--- src/hw/bad_pkg.sv ---
// Constants, address map and types of the board address decoder
// Function
// - Take 41-bit physical address; split whole space into fixed regions.
// - 1FE.0000.0000 to 1FF.FFFF.FFFF is noncacheable processor subsystem and PCI space.
// - Main memory in 256 MByte banks 0, 2, 4, 5, 6, 7 at fixed bases.
// - CSR space: bus module, then memory management unit, then interrupt engine.
// - Memory control unit up to 1FE.00FF.FFFF, split by an interrupt engine slot at 1FE.00FF.F020 to 1FE.00FF.F027.
// - PCI configuration at 1FE.0100.0100, PCI I/O from 1FE.0200.0000.
// - Bridge window 1FF.F000.0000 to 1FF.F17F.FFFF inside PCI memory space.
// - Bridge window is fixed and answers from reset, with no configuration.
// - Chip select 0: boot flash and user flash, or PROM and reserved.
// - Chip select 1 for real-time clock and nonvolatile RAM window.
// - Chip select 2 always mirrors the PROM, whatever the boot selection.
// - Chip select 4 for four 8-byte serial channel windows.
// - Chip select 7 for the 256-byte system configuration window.
// - Bridge's own configuration window selects no expansion chip select.
// - Unassigned bridge addresses belong to the expansion bus; nobody else claims them.
// - System configuration registers are byte wide, one byte address each.
// - Boot-select bit can only be set; reset alone clears it.
package bad_pkg;

    localparam int ADDR_W = 41;
    localparam int CS_W = 8;
    localparam int BYTE_OFF_W = 8;
    localparam int BANK_COUNT = 6;
    localparam int SER_CH_COUNT = 4;

    // Chip select numbers on the expansion bus
    localparam int CS_BOOT = 0;
    localparam int CS_RTC = 1;
    localparam int CS_PROM_MIRROR = 2;
    localparam int CS_SERIAL = 4;
    localparam int CS_SYSCONF = 7;

    // Top level split
    localparam logic [40:0] MEM_LO = 41'h000_0000_0000;
    localparam logic [40:0] MEM_HI = 41'h001_FFFF_FFFF;
    localparam logic [40:0] CACHEABLE_HI = 41'h007_FFFF_FFFF;
    localparam logic [40:0] DNU_LO = 41'h1FC_0000_0000;
    localparam logic [40:0] DNU_HI = 41'h1FD_FFFF_FFFF;
    localparam logic [40:0] SUBSYS_LO = 41'h1FE_0000_0000;
    localparam logic [40:0] SUBSYS_HI = 41'h1FF_FFFF_FFFF;

    // Memory banks, all 256 MByte
    localparam logic [40:0] BANK_LAST = 41'h000_0FFF_FFFF;
    localparam logic [40:0] BANK_BASE [BANK_COUNT] = '{
        41'h000_0000_0000, 41'h000_8000_0000, 41'h001_0000_0000,
        41'h001_1000_0000, 41'h001_8000_0000, 41'h001_9000_0000};
    localparam logic [2:0] BANK_ID [BANK_COUNT] = '{
        3'h0, 3'h2, 3'h4, 3'h5, 3'h6, 3'h7};

    // Internal configuration space
    localparam logic [40:0] BUS_A_LO = 41'h1FE_0000_0000;
    localparam logic [40:0] BUS_A_HI = 41'h1FE_0000_01FF;
    localparam logic [40:0] MMU_A_LO = 41'h1FE_0000_0200;
    localparam logic [40:0] MMU_A_HI = 41'h1FE_0000_03FF;
    localparam logic [40:0] IRQ_A_LO = 41'h1FE_0000_0400;
    localparam logic [40:0] IRQ_A_HI = 41'h1FE_0000_1FFF;
    localparam logic [40:0] BUS_B_LO = 41'h1FE_0000_2000;
    localparam logic [40:0] BUS_B_HI = 41'h1FE_0000_5FFF;
    localparam logic [40:0] IRQ_B_LO = 41'h1FE_0000_6000;
    localparam logic [40:0] IRQ_B_HI = 41'h1FE_0000_9FFF;
    localparam logic [40:0] MMU_B_LO = 41'h1FE_0000_A000;
    localparam logic [40:0] MMU_B_HI = 41'h1FE_0000_A7FF;
    localparam logic [40:0] IRQ_C_LO = 41'h1FE_0000_A800;
    localparam logic [40:0] IRQ_C_HI = 41'h1FE_0000_EFFF;
    localparam logic [40:0] MCU_A_LO = 41'h1FE_0000_F000;
    localparam logic [40:0] MCU_A_HI = 41'h1FE_00FF_F01F;
    localparam logic [40:0] IRQ_D_LO = 41'h1FE_00FF_F020;
    localparam logic [40:0] IRQ_D_HI = 41'h1FE_00FF_F027;
    localparam logic [40:0] MCU_B_LO = 41'h1FE_00FF_F028;
    localparam logic [40:0] MCU_B_HI = 41'h1FE_00FF_FFFF;
    localparam logic [40:0] BUS_C_LO = 41'h1FE_0100_0000;
    localparam logic [40:0] BUS_C_HI = 41'h1FE_0100_0041;

    // PCI spaces
    localparam logic [40:0] PCI_CFG_LO = 41'h1FE_0100_0100;
    localparam logic [40:0] PCI_CFG_HI = 41'h1FE_01FF_FFFF;
    localparam logic [40:0] PCI_IO_LO = 41'h1FE_0200_0000;
    localparam logic [40:0] PCI_IO_HI = 41'h1FE_02FF_FFFF;
    localparam logic [40:0] PCI_MEM_LO = 41'h1FF_0000_0000;
    localparam logic [40:0] PCI_MEM_HI = 41'h1FF_FFFF_FFFF;

    // Boot I/O bridge window and its expansion bus devices
    localparam logic [40:0] BRG_LO = 41'h1FF_F000_0000;
    localparam logic [40:0] BRG_HI = 41'h1FF_F17F_FFFF;
    localparam logic [40:0] CS0_LO = 41'h1FF_F000_0000;
    localparam logic [40:0] CS0_BOOT_HI = 41'h1FF_F00F_FFFF;
    localparam logic [40:0] CS0_HI = 41'h1FF_F0FF_FFFF;
    localparam logic [40:0] CS1_LO = 41'h1FF_F100_6000;
    localparam logic [40:0] CS1_HI = 41'h1FF_F100_7FFF;
    localparam logic [40:0] CS2_LO = 41'h1FF_F110_0000;
    localparam logic [40:0] CS2_HI = 41'h1FF_F11F_FFFF;
    localparam logic [40:0] SER_BASE = 41'h1FF_F130_0000;
    localparam logic [40:0] SER_CH_STEP = 41'h000_0000_0100;
    localparam logic [40:0] SER_CH_LAST = 41'h000_0000_0007;
    localparam logic [40:0] CS7_LO = 41'h1FF_F160_0100;
    localparam logic [40:0] CS7_HI = 41'h1FF_F160_01FF;
    localparam logic [40:0] BRG_CFG_LO = 41'h1FF_F170_0000;
    localparam logic [40:0] BRG_CFG_HI = 41'h1FF_F17F_FFFF;

    // Access size code of a single byte
    localparam logic [1:0] SIZE_BYTE = 2'h0;

    typedef enum logic [3:0] {
        BAD_TGT_NONE = 4'b0000,
        BAD_TGT_MEM = 4'b0001,
        BAD_TGT_BUS = 4'b0010,
        BAD_TGT_MMU = 4'b0011,
        BAD_TGT_IRQ = 4'b0100,
        BAD_TGT_MCU = 4'b0101,
        BAD_TGT_PCI_CFG = 4'b0110,
        BAD_TGT_PCI_IO = 4'b0111,
        BAD_TGT_PCI_MEM = 4'b1000,
        BAD_TGT_EXP_CS = 4'b1001,
        BAD_TGT_BRG_CFG = 4'b1010,
        BAD_TGT_EXP_RSVD = 4'b1011,
        BAD_TGT_RESERVED = 4'b1100
    } bad_target_t;

    typedef enum logic [2:0] {
        BAD_BOOT_NONE = 3'b000,
        BAD_BOOT_FLASH_BOOT = 3'b001,
        BAD_BOOT_USER_FLASH = 3'b010,
        BAD_BOOT_PROM = 3'b011
    } bad_boot_t;

    typedef struct packed {
        logic resp_valid;
        logic resp_err;
        logic resp_write;
        bad_target_t target;
        logic [7:0] cs;
        logic [2:0] bank;
        logic bank_hit;
        bad_boot_t boot;
        logic [1:0] ser_ch;
        logic [7:0] reg_byte;
        logic cacheable;
    } bad_state_t;

    typedef struct packed {
        logic flag;
    } bad_sticky_t;

endpackage : bad_pkg

--- src/hw/bad_sticky_bit.sv ---
// Set-only control bit that only reset clears
`timescale 1ns/1ps
module bad_sticky_bit (
    input wire logic ref_clk,
    input wire logic rst,
    input wire logic set_req,
    output logic bit_q
);
    bad_pkg::bad_sticky_t state_q;
    bad_pkg::bad_sticky_t state_d;

    // Writing zero has no path here, so a stray clear cannot drop boot mode
    always_comb begin
        state_d = state_q;
        state_d.flag = state_q.flag | set_req;
    end

    // Reset is the only way back to zero
    always_ff @(posedge ref_clk or posedge rst) begin
        if (rst) begin
            state_q <= '0;
        end else begin
            state_q <= state_d;
        end
    end

    assign bit_q = state_q.flag;

endmodule : bad_sticky_bit

--- src/hw/bad_decoder.sv ---
// Physical address decoder: region, bank and expansion chip select per request
`timescale 1ns/1ps
module bad_decoder (
    input wire logic ref_clk,
    input wire logic rst,
    input wire logic req_valid,
    input wire logic [40:0] req_addr,
    input wire logic req_write,
    input wire logic [1:0] req_size,
    input wire logic boot_select_switch,
    input wire logic flash_boot_set,
    output logic resp_valid,
    output logic resp_err,
    output logic resp_write,
    output logic [3:0] resp_target,
    output logic [7:0] chip_sel,
    output logic [2:0] bank_sel,
    output logic bank_hit,
    output logic [2:0] boot_region,
    output logic [1:0] serial_chan,
    output logic [7:0] sysconf_byte,
    output logic resp_cacheable,
    output logic flash_boot_select_bit
);

    // Inclusive range test, shared by every region compare except the cacheable limit
    function automatic logic in_range(
        input logic [40:0] addr,
        input logic [40:0] lo,
        input logic [40:0] hi
    );
        in_range = (addr >= lo) && (addr <= hi);
    endfunction : in_range

    bad_pkg::bad_state_t state_q;
    bad_pkg::bad_state_t state_d;

    logic flash_mode;
    logic [bad_pkg::BANK_COUNT-1:0] bank_vec;
    logic [bad_pkg::SER_CH_COUNT-1:0] ser_vec;

    // Top level region hits
    logic hit_mem_space;
    logic hit_cache_rsvd;
    logic hit_dnu;
    logic hit_subsys;

    // Internal configuration space hits
    logic hit_bus;
    logic hit_mmu;
    logic hit_irq;
    logic hit_mcu;

    // PCI and bridge hits
    logic hit_pci_cfg;
    logic hit_pci_io;
    logic hit_pci_mem;
    logic hit_brg;
    logic hit_cs0;
    logic hit_cs0_boot;
    logic hit_cs1;
    logic hit_cs2;
    logic hit_cs7;
    logic hit_brg_cfg;

    // Boot-select control bit, set by software writing a one
    bad_sticky_bit u_boot_bit (
        .ref_clk(ref_clk),
        .rst(rst),
        .set_req(flash_boot_set),
        .bit_q(flash_boot_select_bit)
    );

    // Switch ON or bit set routes chip select 0 to flash; a set in the
    // same cycle as a request takes effect from the next request
    assign flash_mode = boot_select_switch | flash_boot_select_bit;

    // One comparator per populated memory bank
    generate
        for (genvar g = 0; g < bad_pkg::BANK_COUNT; g++) begin : g_bank
            assign bank_vec[g] = in_range(req_addr, bad_pkg::BANK_BASE[g],
                bad_pkg::BANK_BASE[g] + bad_pkg::BANK_LAST);
        end
    endgenerate

    // Serial channels A to D, one 8-byte window each, step 0100 above the base
    generate
        for (genvar g = 0; g < bad_pkg::SER_CH_COUNT; g++) begin : g_ser
            localparam logic [40:0] CH_LO =
                bad_pkg::SER_BASE + bad_pkg::SER_CH_STEP * 41'(g + 1);
            assign ser_vec[g] = in_range(req_addr, CH_LO,
                CH_LO + bad_pkg::SER_CH_LAST);
        end
    endgenerate

    // Coarse split of the 41-bit space
    assign hit_mem_space = in_range(req_addr, bad_pkg::MEM_LO, bad_pkg::MEM_HI);
    assign hit_cache_rsvd = (req_addr <= bad_pkg::CACHEABLE_HI);
    assign hit_dnu = in_range(req_addr, bad_pkg::DNU_LO, bad_pkg::DNU_HI);
    assign hit_subsys = in_range(req_addr, bad_pkg::SUBSYS_LO, bad_pkg::SUBSYS_HI);

    // Bus module has three pieces, interrupt engine four, the others two
    assign hit_bus = in_range(req_addr, bad_pkg::BUS_A_LO, bad_pkg::BUS_A_HI)
        | in_range(req_addr, bad_pkg::BUS_B_LO, bad_pkg::BUS_B_HI)
        | in_range(req_addr, bad_pkg::BUS_C_LO, bad_pkg::BUS_C_HI);
    assign hit_mmu = in_range(req_addr, bad_pkg::MMU_A_LO, bad_pkg::MMU_A_HI)
        | in_range(req_addr, bad_pkg::MMU_B_LO, bad_pkg::MMU_B_HI);
    assign hit_irq = in_range(req_addr, bad_pkg::IRQ_A_LO, bad_pkg::IRQ_A_HI)
        | in_range(req_addr, bad_pkg::IRQ_B_LO, bad_pkg::IRQ_B_HI)
        | in_range(req_addr, bad_pkg::IRQ_C_LO, bad_pkg::IRQ_C_HI)
        | in_range(req_addr, bad_pkg::IRQ_D_LO, bad_pkg::IRQ_D_HI);
    assign hit_mcu = in_range(req_addr, bad_pkg::MCU_A_LO, bad_pkg::MCU_A_HI)
        | in_range(req_addr, bad_pkg::MCU_B_LO, bad_pkg::MCU_B_HI);

    // PCI configuration, I/O and memory windows
    assign hit_pci_cfg = in_range(req_addr, bad_pkg::PCI_CFG_LO, bad_pkg::PCI_CFG_HI);
    assign hit_pci_io = in_range(req_addr, bad_pkg::PCI_IO_LO, bad_pkg::PCI_IO_HI);
    assign hit_pci_mem = in_range(req_addr, bad_pkg::PCI_MEM_LO, bad_pkg::PCI_MEM_HI);

    // Bridge window compares are constants only, so they work straight
    // out of reset before any PCI enumeration has run
    assign hit_brg = in_range(req_addr, bad_pkg::BRG_LO, bad_pkg::BRG_HI);
    assign hit_cs0 = in_range(req_addr, bad_pkg::CS0_LO, bad_pkg::CS0_HI);
    assign hit_cs0_boot = in_range(req_addr, bad_pkg::CS0_LO, bad_pkg::CS0_BOOT_HI);
    assign hit_cs1 = in_range(req_addr, bad_pkg::CS1_LO, bad_pkg::CS1_HI);
    assign hit_cs2 = in_range(req_addr, bad_pkg::CS2_LO, bad_pkg::CS2_HI);
    assign hit_cs7 = in_range(req_addr, bad_pkg::CS7_LO, bad_pkg::CS7_HI);
    assign hit_brg_cfg = in_range(req_addr, bad_pkg::BRG_CFG_LO, bad_pkg::BRG_CFG_HI);

    // Priority decode; all fields idle between requests so no chip select
    // lingers past the one answer cycle
    always_comb begin
        state_d = '0;
        state_d.target = bad_pkg::BAD_TGT_NONE;
        state_d.boot = bad_pkg::BAD_BOOT_NONE;
        state_d.resp_valid = req_valid;
        state_d.resp_write = req_valid & req_write;
        if (req_valid) begin
            state_d.cacheable = hit_cache_rsvd;
            if (hit_mem_space) begin
                // Holes between banks answer as reserved
                state_d.target = bad_pkg::BAD_TGT_RESERVED;
                state_d.resp_err = 1'b1;
                for (int i = 0; i < bad_pkg::BANK_COUNT; i++) begin
                    if (bank_vec[i]) begin
                        state_d.target = bad_pkg::BAD_TGT_MEM;
                        state_d.resp_err = 1'b0;
                        state_d.bank_hit = 1'b1;
                        state_d.bank = bad_pkg::BANK_ID[i];
                    end
                end
            end else if (hit_dnu) begin
                // Never expected; still answered so the core cannot hang
                state_d.target = bad_pkg::BAD_TGT_RESERVED;
                state_d.resp_err = 1'b1;
            end else if (!hit_subsys) begin
                state_d.target = bad_pkg::BAD_TGT_RESERVED;
                state_d.resp_err = 1'b1;
            end else if (hit_bus) begin
                state_d.target = bad_pkg::BAD_TGT_BUS;
            end else if (hit_mmu) begin
                state_d.target = bad_pkg::BAD_TGT_MMU;
            end else if (hit_irq) begin
                state_d.target = bad_pkg::BAD_TGT_IRQ;
            end else if (hit_mcu) begin
                state_d.target = bad_pkg::BAD_TGT_MCU;
            end else if (hit_pci_cfg) begin
                state_d.target = bad_pkg::BAD_TGT_PCI_CFG;
            end else if (hit_pci_io) begin
                state_d.target = bad_pkg::BAD_TGT_PCI_IO;
            end else if (hit_brg) begin
                // Bridge claims its whole window ahead of PCI memory
                state_d.target = bad_pkg::BAD_TGT_EXP_RSVD;
                state_d.resp_err = 1'b1;
                if (hit_brg_cfg) begin
                    state_d.target = bad_pkg::BAD_TGT_BRG_CFG;
                    state_d.resp_err = 1'b0;
                end else if (hit_cs0) begin
                    if (flash_mode) begin
                        state_d.target = bad_pkg::BAD_TGT_EXP_CS;
                        state_d.resp_err = 1'b0;
                        state_d.cs[bad_pkg::CS_BOOT] = 1'b1;
                        state_d.boot = hit_cs0_boot ? bad_pkg::BAD_BOOT_FLASH_BOOT
                            : bad_pkg::BAD_BOOT_USER_FLASH;
                    end else if (hit_cs0_boot) begin
                        state_d.target = bad_pkg::BAD_TGT_EXP_CS;
                        state_d.resp_err = 1'b0;
                        state_d.cs[bad_pkg::CS_BOOT] = 1'b1;
                        state_d.boot = bad_pkg::BAD_BOOT_PROM;
                    end
                end else if (hit_cs1) begin
                    state_d.target = bad_pkg::BAD_TGT_EXP_CS;
                    state_d.resp_err = 1'b0;
                    state_d.cs[bad_pkg::CS_RTC] = 1'b1;
                end else if (hit_cs2) begin
                    // Mirror ignores switch and control bit on purpose, so
                    // the PROM stays reachable after a switch to flash
                    state_d.target = bad_pkg::BAD_TGT_EXP_CS;
                    state_d.resp_err = 1'b0;
                    state_d.cs[bad_pkg::CS_PROM_MIRROR] = 1'b1;
                    state_d.boot = bad_pkg::BAD_BOOT_PROM;
                end else if (|ser_vec) begin
                    state_d.target = bad_pkg::BAD_TGT_EXP_CS;
                    state_d.resp_err = 1'b0;
                    state_d.cs[bad_pkg::CS_SERIAL] = 1'b1;
                    for (int i = 0; i < bad_pkg::SER_CH_COUNT; i++) begin
                        if (ser_vec[i]) begin
                            state_d.ser_ch = 2'(i);
                        end
                    end
                end else if (hit_cs7) begin
                    // Registers are one byte each; wider access is refused
                    if (req_size == bad_pkg::SIZE_BYTE) begin
                        state_d.target = bad_pkg::BAD_TGT_EXP_CS;
                        state_d.resp_err = 1'b0;
                        state_d.cs[bad_pkg::CS_SYSCONF] = 1'b1;
                        state_d.reg_byte = req_addr[bad_pkg::BYTE_OFF_W-1:0];
                    end
                end
            end else if (hit_pci_mem) begin
                state_d.target = bad_pkg::BAD_TGT_PCI_MEM;
            end else begin
                // Gaps in internal space and the PCI reserved stretch
                state_d.target = bad_pkg::BAD_TGT_RESERVED;
                state_d.resp_err = 1'b1;
            end
        end
    end

    // One register stage: every answer comes one edge after its request
    always_ff @(posedge ref_clk or posedge rst) begin
        if (rst) begin
            state_q <= '0;
        end else begin
            state_q <= state_d;
        end
    end

    // Outputs straight from the state register
    assign resp_valid = state_q.resp_valid;
    assign resp_err = state_q.resp_err;
    assign resp_write = state_q.resp_write;
    assign resp_target = state_q.target;
    assign chip_sel = state_q.cs;
    assign bank_sel = state_q.bank;
    assign bank_hit = state_q.bank_hit;
    assign boot_region = state_q.boot;
    assign serial_chan = state_q.ser_ch;
    assign sysconf_byte = state_q.reg_byte;
    assign resp_cacheable = state_q.cacheable;

endmodule : bad_decoder

--- config.mk ---
export PLATFORM = sky130hd
export DESIGN_NAME = bad_decoder
export DESIGN_NICKNAME = d
export VERILOG_FILES = /design/src/hw/bad_pkg.sv /design/src/hw/bad_sticky_bit.sv /design/src/hw/bad_decoder.sv
export SDC_FILE = /design/constraint.sdc
export NUM_CORES = 1
export LEC_CHECK = 0
export BUFFER_PORTS_ARGS = -buffer_cell sky130_fd_sc_hd__clkbuf_2
export CORE_ASPECT_RATIO = 0.7
export CORE_UTILIZATION = 43
export DETAILED_ROUTE_END_ITERATION = 8
export GPL_ROUTABILITY_DRIVEN = 0
export PLACE_DENSITY = 0.76
export SLEW_MARGIN = 20
export SYNTH_ARGS = -nofsm -noshare
export SYNTH_HDL_FRONTEND = slang
export SYNTH_SLANG_ARGS = --single-unit
--- constraint.sdc ---
create_clock -name ref_clk -period 1.5 [get_ports ref_clk]
set_input_delay 0.225 -clock ref_clk [delete_from_list [all_inputs] [get_ports ref_clk]]
set_output_delay 0.225 -clock ref_clk [all_outputs]
set_load 0.005 [all_outputs]
==> results of run 1 <==
## worst paths after layout
kind,startpoint,endpoint,slack [ns],cells after the start
worst max-delay path,req_addr[17],resp_err,-0.39,7
worst min-delay path,flash_boot_set,u_boot_bit.bit_q,0.13,2
worst max register to register,u_boot_bit.bit_q,resp_target[1],-0.08,7
worst min register to register,u_boot_bit.bit_q,u_boot_bit.bit_q,0.51,1
max in group asynchronous,rst,serial_chan[0],0.69,4
min in group asynchronous,rst,resp_write,0.54,4
## cell usage after synthesis (3+ instances only)
cell,number,area [um^2]
a21oi_1,7,35.0
and2_1,12,75.1
and3_1,3,18.8
and4_1,3,26.3
buf_4,5,37.5
clkbuf_1,4,15.0
dfrtp_1,30,751
inv_1,6,22.5
nand2_1,11,41.3
nand2b_1,3,18.8
nand3_1,13,65.1
nand4_1,9,56.3
nand4b_1,5,43.8
nor2_1,29,109
nor2b_1,3,18.8
nor3_1,14,70.1
nor4_1,7,43.8
o211ai_1,5,37.5
or2_2,3,18.8
or3_1,6,37.5
or4_1,3,22.5
## final cells by class
type                    instances  area [um^2]  share of cell area [%]
clock buffers                   6         82.6                    2.59
clock inverters                 2         12.5                   0.392
inverters                       6         22.5                   0.706
multi-input cells             184         1310                    41.0
flip-flops and latches         30          751                    23.5
well taps                      55         68.8                    2.16
repair buffers                147          945                    29.6
## flip-flops by register name, summed over array words and instances, names as in the netlist
register,flops
sysconf_byte,8
bank_hit,1
chip_sel,5
resp_err,1
resp_valid,1
resp_write,1
u_boot_bit.bit_q,1
boot_region,2
resp_target,4
serial_chan,2
resp_cacheable,1
bank_sel,3
## logic make-up after synthesis
logic type	Yosys count	share of synthesized area, %
simple gates	138	40.4
xor+xnor	1	0.444
compound gates	40	15.7
other cells	1	0.190
buf+inv	17	4.56
fa+ha+maj	1	0.634
flops	30	38.0
## report_power, final
part,internal [mW],leakage (nW),switching (mW)
logic,0.189,1.08,0.205
registers,0.816,0.404,0.00188
clock network,0.368,0.0472,0.328
total,1.37,1.53,0.535
## layer usage
metal / vias up / wire length, um
met4: 0 / 156
li1: 1146 / -
met5: - / 0
met1: 1198 / 2970
met3: 24 / 650
met2: 156 / 3130
## critical path, delay by kind of cell
family | cells | cell delay (ns)
AO/OA/AOI/OAI | 3 | 0.76
buffers and inverters | 1 | 0.10
AND/OR/NAND/NOR | 3 | 0.99
## what timing repair did
item / 4_1_cts / 5_1_grt
setup buffers: 2 / 0
endpoints found under the hold margin: 30 / 0
hold buffers: 1 / 0
gates resized for setup: 6 / 14
setup endpoints to repair: 16 / 17
pin swaps: 12 / 13
==> run summary, run 1 <==
Via density: 5.87
CTS Buf Count: 5
DRT iter0 DRCs: 223
Outcome: finished, violations left
Worst skew pair latency: 0.29 ns
CTS root buffer: clkbuf_8
Crit path kind: in -> reg
Avg Inst Size Synth: 8.66 um^2
Max_cap viols: 0
Filler Cell Count: 334
EDFF count, synth: 0
Die Height: 58.7 um
Die area: 4870 um^2
Placement Setup Slack: -0.673 ns
Layout area overhead: 61.7%
VDD IR max: 0.000716 V
Inst Count DP: 419
Clk buf depth: 2
Violated checks: setup timing
Fin. Hold Viols: 0
Register bit count reported by yosys: 30
Most common cell after layout, fill and taps aside: clkbuf_2
Hold_ws: 0.132 ns
Die Span X: 83.0 um
Setup Skew: 0.00436 ns
Buffers on Ports: 78
Clock tree sinks: 30
Met3 global-route usage: 5.33%
CTS tree: yes
Share of cells above drive strength 1: 50.9%
Final ANT Viol Nets: 0
Most used routing layer: met2
Number of global-route vias before repair: 2,244
Grt met1 use: 39.4%
FFs w/ async S/R, synth: 100%
Critical Path Fanout Max: 5
ANT cells: 0
Final WS setup: -0.387 ns
Hold crit path type: in -> reg
Final cell count without fillers: 430
Final core occ: 72.9%
# H-tree levels: 2
RSZ-0062 raised after global routing: true
CP endpoint kind: register
Crit-path cells: buf_6 -> or4b_4 -> nor2_2 -> a311oi_1 -> o211ai_1 -> nand4_1 -> a311oi_2
Max Fclk: 530 MHz
Critical Path RT: 1.69 ns
Clock Pin Slew Worst Setup and Hold Paths: 0.07 ns
IO Pins: 83
Post-DP Area: 2990 um^2
Post-DP HPWL: 5210 um
Sum of negative setup slack: -2.20 ns
Syn. warnings: 0
Total vias in the final route: 2,524
Initial Utilization: 45.1%
Final nets: 424
Mapped Area: 1970 um^2
Lkg Pwr: 1.53 nW
First-pass GRT wire length: 10,700 um
Crit path arrival time: 2.08 ns
Final Cycle Share: 126%
Max stage delay cell, worst path: or4b_4
# DRC: 0
Commonest non-fill, non-tap cells in the layout: clkbuf_2 (75), buf_4 (64), dfrtp_1 (30)
Grt ovf: 0
Largest net degree at the start of global routing: 31
Crit path time final: 1.89 ns
DR pass1 iterations: 5
Core area: 4380 um^2
Max incr delay on CP: 0.58 ns
Avg WL per Cell: 16.1 um
DRT Wirelength: 6910 um
Rows: 20
Sequential fraction of the synthesis area: 38.0%
Design Power: 1.91 mW
Gate Count Post-Synth: 228
PD cells: 598 nW/um^2
Antenna violations before repair: 0
Primary FF master, synth: dfrtp_1
Fin. max-slew vios: 0
Final setup viols: 8
Final Instance Area: 3190 um^2
Synth unique cells: 59
Met2 usage: 44.8%
GRT Util Overall: 28.2%
Crit start category: input pin
(Power assumes the default switching activity.)
==> run 2, diff against run 1 <==
--- a/config.mk
+++ b/config.mk
@@ -11,7 +11,9 @@
 export DETAILED_ROUTE_END_ITERATION = 8
 export GPL_ROUTABILITY_DRIVEN = 0
 export PLACE_DENSITY = 0.76
+export REMOVE_ABC_BUFFERS = 1
 export SLEW_MARGIN = 20
 export SYNTH_ARGS = -nofsm -noshare
 export SYNTH_HDL_FRONTEND = slang
 export SYNTH_SLANG_ARGS = --single-unit
+export TNS_END_PERCENT = 30
==> run summary, run 2 (synthesis gave the netlist of run 1 again) <==
Initial Utilization: 45.1%
PD cells: 604 nW/um^2
Hold crit path type: in -> reg
Filler Cell Count: 328
Avg WL per Cell: 17.7 um
Die Height: 58.7 um
Crit path arrival time: 2.01 ns
CTS root buffer: clkbuf_8
Critical Path Fanout Max: 9
Worst Setup EP: resp_target[1]
CTS Buf Count: 5
Critical path origin: req_addr[15]
Post-DP HPWL: 5010 um
Total vias in the final route: 2,592
Share of cells above drive strength 1: 51.1%
Crit path time final: 1.85 ns
GRT Util Overall: 30.2%
Core area: 4380 um^2
Flop-to-flop setup slack: -0.03 ns
Die area: 4870 um^2
Largest net degree at the start of global routing: 31
First-pass GRT wire length: 11,400 um
DR pass1 iterations: 5
RR Endpoint: resp_err
DRT iter0 DRCs: 253
Outcome: finished, violations left
Max-slew headroom: 67.0%
Antenna violations before repair: 0
Violated checks: setup timing
Most common cell after layout, fill and taps aside: clkbuf_2
Rows: 20
Setup Skew: 0.00439 ns
Commonest non-fill, non-tap cells in the layout: clkbuf_2 (77), buf_4 (62), dfrtp_1 (30)
Die Span X: 83.0 um
Final ANT Viol Nets: 0
Grt ovf: 0
CP endpoint kind: register
# H-tree levels: 2
CTS tree: yes
Critical Path RT: 1.65 ns
Clk buf depth: 2
Final setup viols: 17
# DRC: 0
Max Fclk: 539 MHz
Final nets: 421
Layout area overhead: 60.5%
Crit start category: input pin
Placement Setup Slack: -0.819 ns
Lkg Pwr: 1.50 nW
Max_cap viols: 0
Buffers on Ports: 78
Via density: 6.07
Final WS setup: -0.355 ns
Fin. Hold Viols: 0
Reg2reg path depth: 7
Max FFs per register: 8
Clock tree sinks: 30
Clock Pin Slew Worst Setup and Hold Paths: 0.07 ns
IO Pins: 83
DRT Wirelength: 7570 um
Worst-margin pin slew: 0.492 ns
Number of global-route vias before repair: 2,344
Fin. max-slew vios: 0
Crit Reg-Reg Startpoint: u_boot_bit.bit_q
Crit path kind: in -> reg
Hold_ws: 0.135 ns
ANT cells: 0
Final Cycle Share: 124%
VDD IR max: 0.000646 V
RSZ-0062 raised after global routing: true
Worst skew pair latency: 0.29 ns
[run 2: cell count changes in the layout (fill, tap and decap cells not counted), sizes merged]
| cell | before | now |
|---|---|---|
| clkbuf | 81 | 83 |
| buf | 71 | 66 |
[run 2: per-layer routing]
metal | vias up | part of all wire [%] | GRT usage [%]
li1 | 1146 | - | -
met3 | 40 | 11 | 9.12
met1 | 1198 | 40 | 38.0
met2 | 208 | 45 | 48.2
met5 | - | 0 | 0
met4 | 0 | 4.0 | 14.8
[run 2: stage by stage]
| step | area (um^2) | std cells | power (mW) | utilization, % | TNS, ns |
|---|---|---|---|---|---|
| after floorplan | 1920 | 220 | 0.934 | - | -4.32 |
| after global placement | 2860 | 417 | 1.16 | 65.3 | -8.91 |
| after detailed placement | 2860 | 417 | 1.17 | 65.3 | -9.68 |
| after CTS | 3100 | 427 | 1.88 | 70.7 | -1.93 |
| after global routing | 3170 | 427 | 2.00 | 72.4 | -4.04 |
| final | 3170 | 427 | 1.91 | 72.4 | -2.81 |
[run 2: layout make-up]
| class | count | area [um^2] | share of cell area, % |
|---|---|---|---|
| Multi-Input combinational cell | 184 | 1330 | 41.8 |
| Timing Repair Buffer | 144 | 906 | 28.6 |
| Sequential cell | 30 | 751 | 23.7 |
| Clock buffer | 6 | 82.6 | 2.61 |
| Tap cell | 55 | 68.8 | 2.17 |
| Inverter | 6 | 22.5 | 0.711 |
| Clock inverter | 2 | 12.5 | 0.395 |
[run 2: critical path: stages]
cell	delay, ns
clkbuf_2	0.09
buf_4	0.15
or2_2	0.34
or3_4	0.43
nor4_2	0.27
o211ai_1	0.21
nand4_1	0.17
a41oi_1	0.11
[run 2: how the worst min path moves through the flow]
stage,start,end,slack (ns),cells after the start
final,flash_boot_set,u_boot_bit.bit_q,0.13,2
after global routing,flash_boot_set,u_boot_bit.bit_q,0.13,2
after CTS,flash_boot_set,u_boot_bit.bit_q,0.13,2
after detailed placement,rst,serial_chan[1],0.30,3
after global placement,rst,serial_chan[1],0.29,3
after floorplan,req_valid,resp_valid,0.26,0
[run 2: repair_timing]
item / 4_1_cts / 5_1_grt
resized for setup: 24 / 13
endpoints found under the setup margin: 17 / 19
pin swaps: 25 / 6
hold buffers: 1 / 0
hold endpoints to repair: 30 / 0
cloned: 0 / 0
setup buffers: 1 / 0
[run 2: power by group]
group,switching (mW),internal (mW),leakage (nW),total (mW)
sequential,0.00191,0.816,0.404,0.818
clock,0.339,0.368,0.0472,0.708
combinational,0.212,0.176,1.05,0.388
total,0.553,1.36,1.50,1.91
==> run 3, diff against run 2 <==
--- a/config.mk
+++ b/config.mk
@@ -7,7 +7,7 @@
 export LEC_CHECK = 0
 export BUFFER_PORTS_ARGS = -buffer_cell sky130_fd_sc_hd__clkbuf_2
 export CORE_ASPECT_RATIO = 0.7
-export CORE_UTILIZATION = 43
+export CORE_UTILIZATION = 44
 export DETAILED_ROUTE_END_ITERATION = 8
 export GPL_ROUTABILITY_DRIVEN = 0
 export PLACE_DENSITY = 0.76
@@ -15,5 +15,6 @@
 export SLEW_MARGIN = 20
 export SYNTH_ARGS = -nofsm -noshare
 export SYNTH_HDL_FRONTEND = slang
+export SYNTH_HIERARCHICAL = 1
 export SYNTH_SLANG_ARGS = --single-unit
 export TNS_END_PERCENT = 30
==> run summary, run 3 <==
Core area: 4500 um^2
Crit path arrival time: 2.09 ns
Adder-cell share of the synthesized area: 0.584%
Critical Path Fanout Max: 4
CTS tree: yes
Buffers on Ports: 78
Register bit count reported by yosys: 30
Syn. warnings: 6
Layout area overhead: 66.6%
Avg Inst Size Synth: 8.81 um^2
Via density: 6.12
Grt ovf: 0
DRT Wirelength: 8900 um
Final ANT Viol Nets: 0
Crit start category: input pin
Clock tree sinks: 30
Share of cells above drive strength 1: 53.9%
Initial Utilization: 47.5%
Antenna violations before repair: 0
EDFF count, synth: 0
Gate Count Post-Synth: 243
VDD IR max: 0.000318 V
Max_cap viols: 0
Largest family of logic cells by synthesized area: simple AND/OR/NAND/NOR gates
Sequential fraction of the synthesis area: 35.1%
ANT cells: 0
Max stage delay cell, worst path: nor4_1
Multi-input logic area: 1510 um^2
Crit-path cells: buf_8 -> nor3_4 -> buf_6 -> o211ai_1 -> nor4_1 -> o211ai_1 -> o211a_1 -> nor4bb_2 -> o21a_1
Total vias in the final route: 2,845
RR Endpoint: resp_err
Commonest non-fill, non-tap cells in the layout: buf_4 (93), clkbuf_2 (71), dfrtp_1 (30)
Number of global-route vias before repair: 2,487
Max incr delay on CP: 0.37 ns
Critical Path RT: 1.67 ns
Worst skew pair latency: 0.28 ns
Lkg Pwr: 1.72 nW
PD cells: 519 nW/um^2
Rows: 20
Die area: 5150 um^2
Most frequent cells after synthesis: dfrtp_1 (30), nand2_1 (23), nor2_1 (18), and2_1 (13)
Mapped Area: 2140 um^2
Hold Crit Start: flash_boot_set
WL met1: 3440 um
Max FFs per register: 8
Hold_ws: 0.136 ns
Filler Cell Count: 295
Largest cells by area after synthesis: dfrtp_1 (35%), nand2_1 (4.0%), and2_1 (3.8%)
Die Height: 60.4 um
Largest net degree at the start of global routing: 30
CP most frequent cell: o211ai_1
Top-count cell post-synth: dfrtp_1
Worst Hold Path Cells: 2
Yosys top cell by area: dfrtp_1
First-pass GRT wire length: 12,000 um
Outcome: finished, violations left
Mux share of post-synthesis cell area: 0.468%
GRT Util Overall: 31.1%
Max Used Layer: met4
CP endpoint kind: register
Clk buf depth: 2
Crit Reg-Reg Startpoint: u_boot_bit/bit_q
IO Pins: 83
WL met2: 3920 um
Flop-to-flop setup slack: -0.38 ns
Final nets: 460
Most common cell after layout, fill and taps aside: buf_4
Simple-gate share of the synthesized area: 43.3%
Setup Skew: 0.00117 ns
Crit-path leading delay family: simple AND/OR/NAND/NOR gates
FFs w/ async S/R, synth: 100%
RSZ-0062 raised after global routing: true
Primary FF master, synth: dfrtp_1
Endpoint of the worst hold path: u_boot_bit/bit_q
Sequential cell area: 751 um^2
Worst Path Buf+Inv: 2
Crit path time final: 1.92 ns
DR pass1 iterations: 5
Post-DP HPWL: 6010 um
Final WS setup: -0.422 ns
Fin. Hold Viols: 0
CTS Buf Count: 5
Max Fclk: 520 MHz
Detail Route met3 WL: 1170 um
Synth unique cells: 62
Clock Pin Slew Worst Setup and Hold Paths: 0.06 ns
Synth Area in Compound Gates: 15.2%
Final Cycle Share: 128%
CTS root buffer: clkbuf_8
Yosys top cell area share: 35.1%
Reg2reg path depth: 7
Final setup viols: 20
Violated checks: setup timing
Avg WL per Cell: 19.1 um
Die Span X: 85.4 um
Hold crit path type: in -> reg
Synth Area in XOR/XNOR: 0.409%
Crit path kind: in -> reg
Design Power: 1.85 mW
DRT iter0 DRCs: 432
# H-tree levels: 2
# DRC: 0
Fin. max-slew vios: 0
[run 3: changes by cell type in the layout (fill, tap and decap cells not counted), sizes merged, moves of 6 or more]
| cell | before | now |
|---|---|---|
| buf | 66 | 99 |
| nor2 | 29 | 18 |
| nand2 | 11 | 24 |
| and3 | 3 | 12 |
| o21ai | 3 | 9 |
| clkbuf | 83 | 76 |
[run 3: area by class of cell]
cell class / instances / area share (%)
multi-input cells: 197 / 42.4
repair buffers: 171 / 31.9
flip-flops and latches: 30 / 21.1
clock buffers: 5 / 1.93
well taps: 55 / 1.93
inverters: 5 / 0.526
clock inverters: 2 / 0.281
[run 3: layer usage]
metal	track usage, %	up-vias
met3	9.80	52
met5	1.82	-
li1	-	1250
met1	41.1	1293
met4	11.2	0
met2	48.8	250
[run 3: logic make-up (layout without fill, tap and decap cells)]
kind of cell / count (synthesis) / count (layout)
other cells: 1 / 4
flops: 30 / 30
buf+inv: 20 / 183
fa+ha+maj: 1 / 1
mux: 1 / 1
compound gates: 41 / 41
simple gates: 148 / 149
xor+xnor: 1 / 1
[run 3: where the power goes]
part / internal, mW / switching, mW / total, mW
Sequential: 0.817 / 0.00277 / 0.819
Combinational: 0.211 / 0.224 / 0.435
Clock: 0.310 / 0.286 / 0.596
Total: 1.34 / 0.512 / 1.85
[run 3: how the worst max path moves through the flow]
stage | startpoint | endpoint | slack, ns | cells past startpoint
2_1_floorplan | req_addr[36] | resp_err | -0.37 | 10
4_1_cts | req_addr[17] | resp_target[1] | -0.20 | 9
3_5_place_dp | req_addr[16] | resp_target[1] | -0.58 | 8
5_1_grt | req_addr[19] | resp_err | -0.46 | 9
3_3_place_gp | req_addr[27] | resp_err | -0.55 | 8
6_report | req_addr[19] | resp_err | -0.42 | 9
[run 3: per-stage QoR]
stage	utilization [%]	std cells	TNS (ns)	area, um^2	setup WS (ns)
floorplan	-	231	-2.85	2070	-0.372
global placement	70.4	450	-8.16	3170	-0.550
detailed placement	70.4	450	-8.96	3170	-0.577
CTS	74.9	462	-1.02	3370	-0.204
global route	79.2	465	-4.19	3570	-0.458
finish	79.2	465	-3.05	3570	-0.422
[run 3: timing repair]
item | in CTS | in global routing
hold buffers | 1 | 0
hold endpoints to repair | 1 | 0
cloned | 1 | 0
endpoints found under the setup margin | 17 | 20
buffers inserted | 3 | 3
pin swaps | 14 | 20
gates resized for setup | 19 | 44
[run 3: worst register-to-register path, stage by stage, from the launching register on]
cell	delay [ns]
dfrtp_1	0.38
nor2_1	0.25
ha_4	0.18
nor2_1	0.05
a21oi_2	0.18
o2111ai_1	0.21
nor4bb_2	0.38
o21a_1	0.18
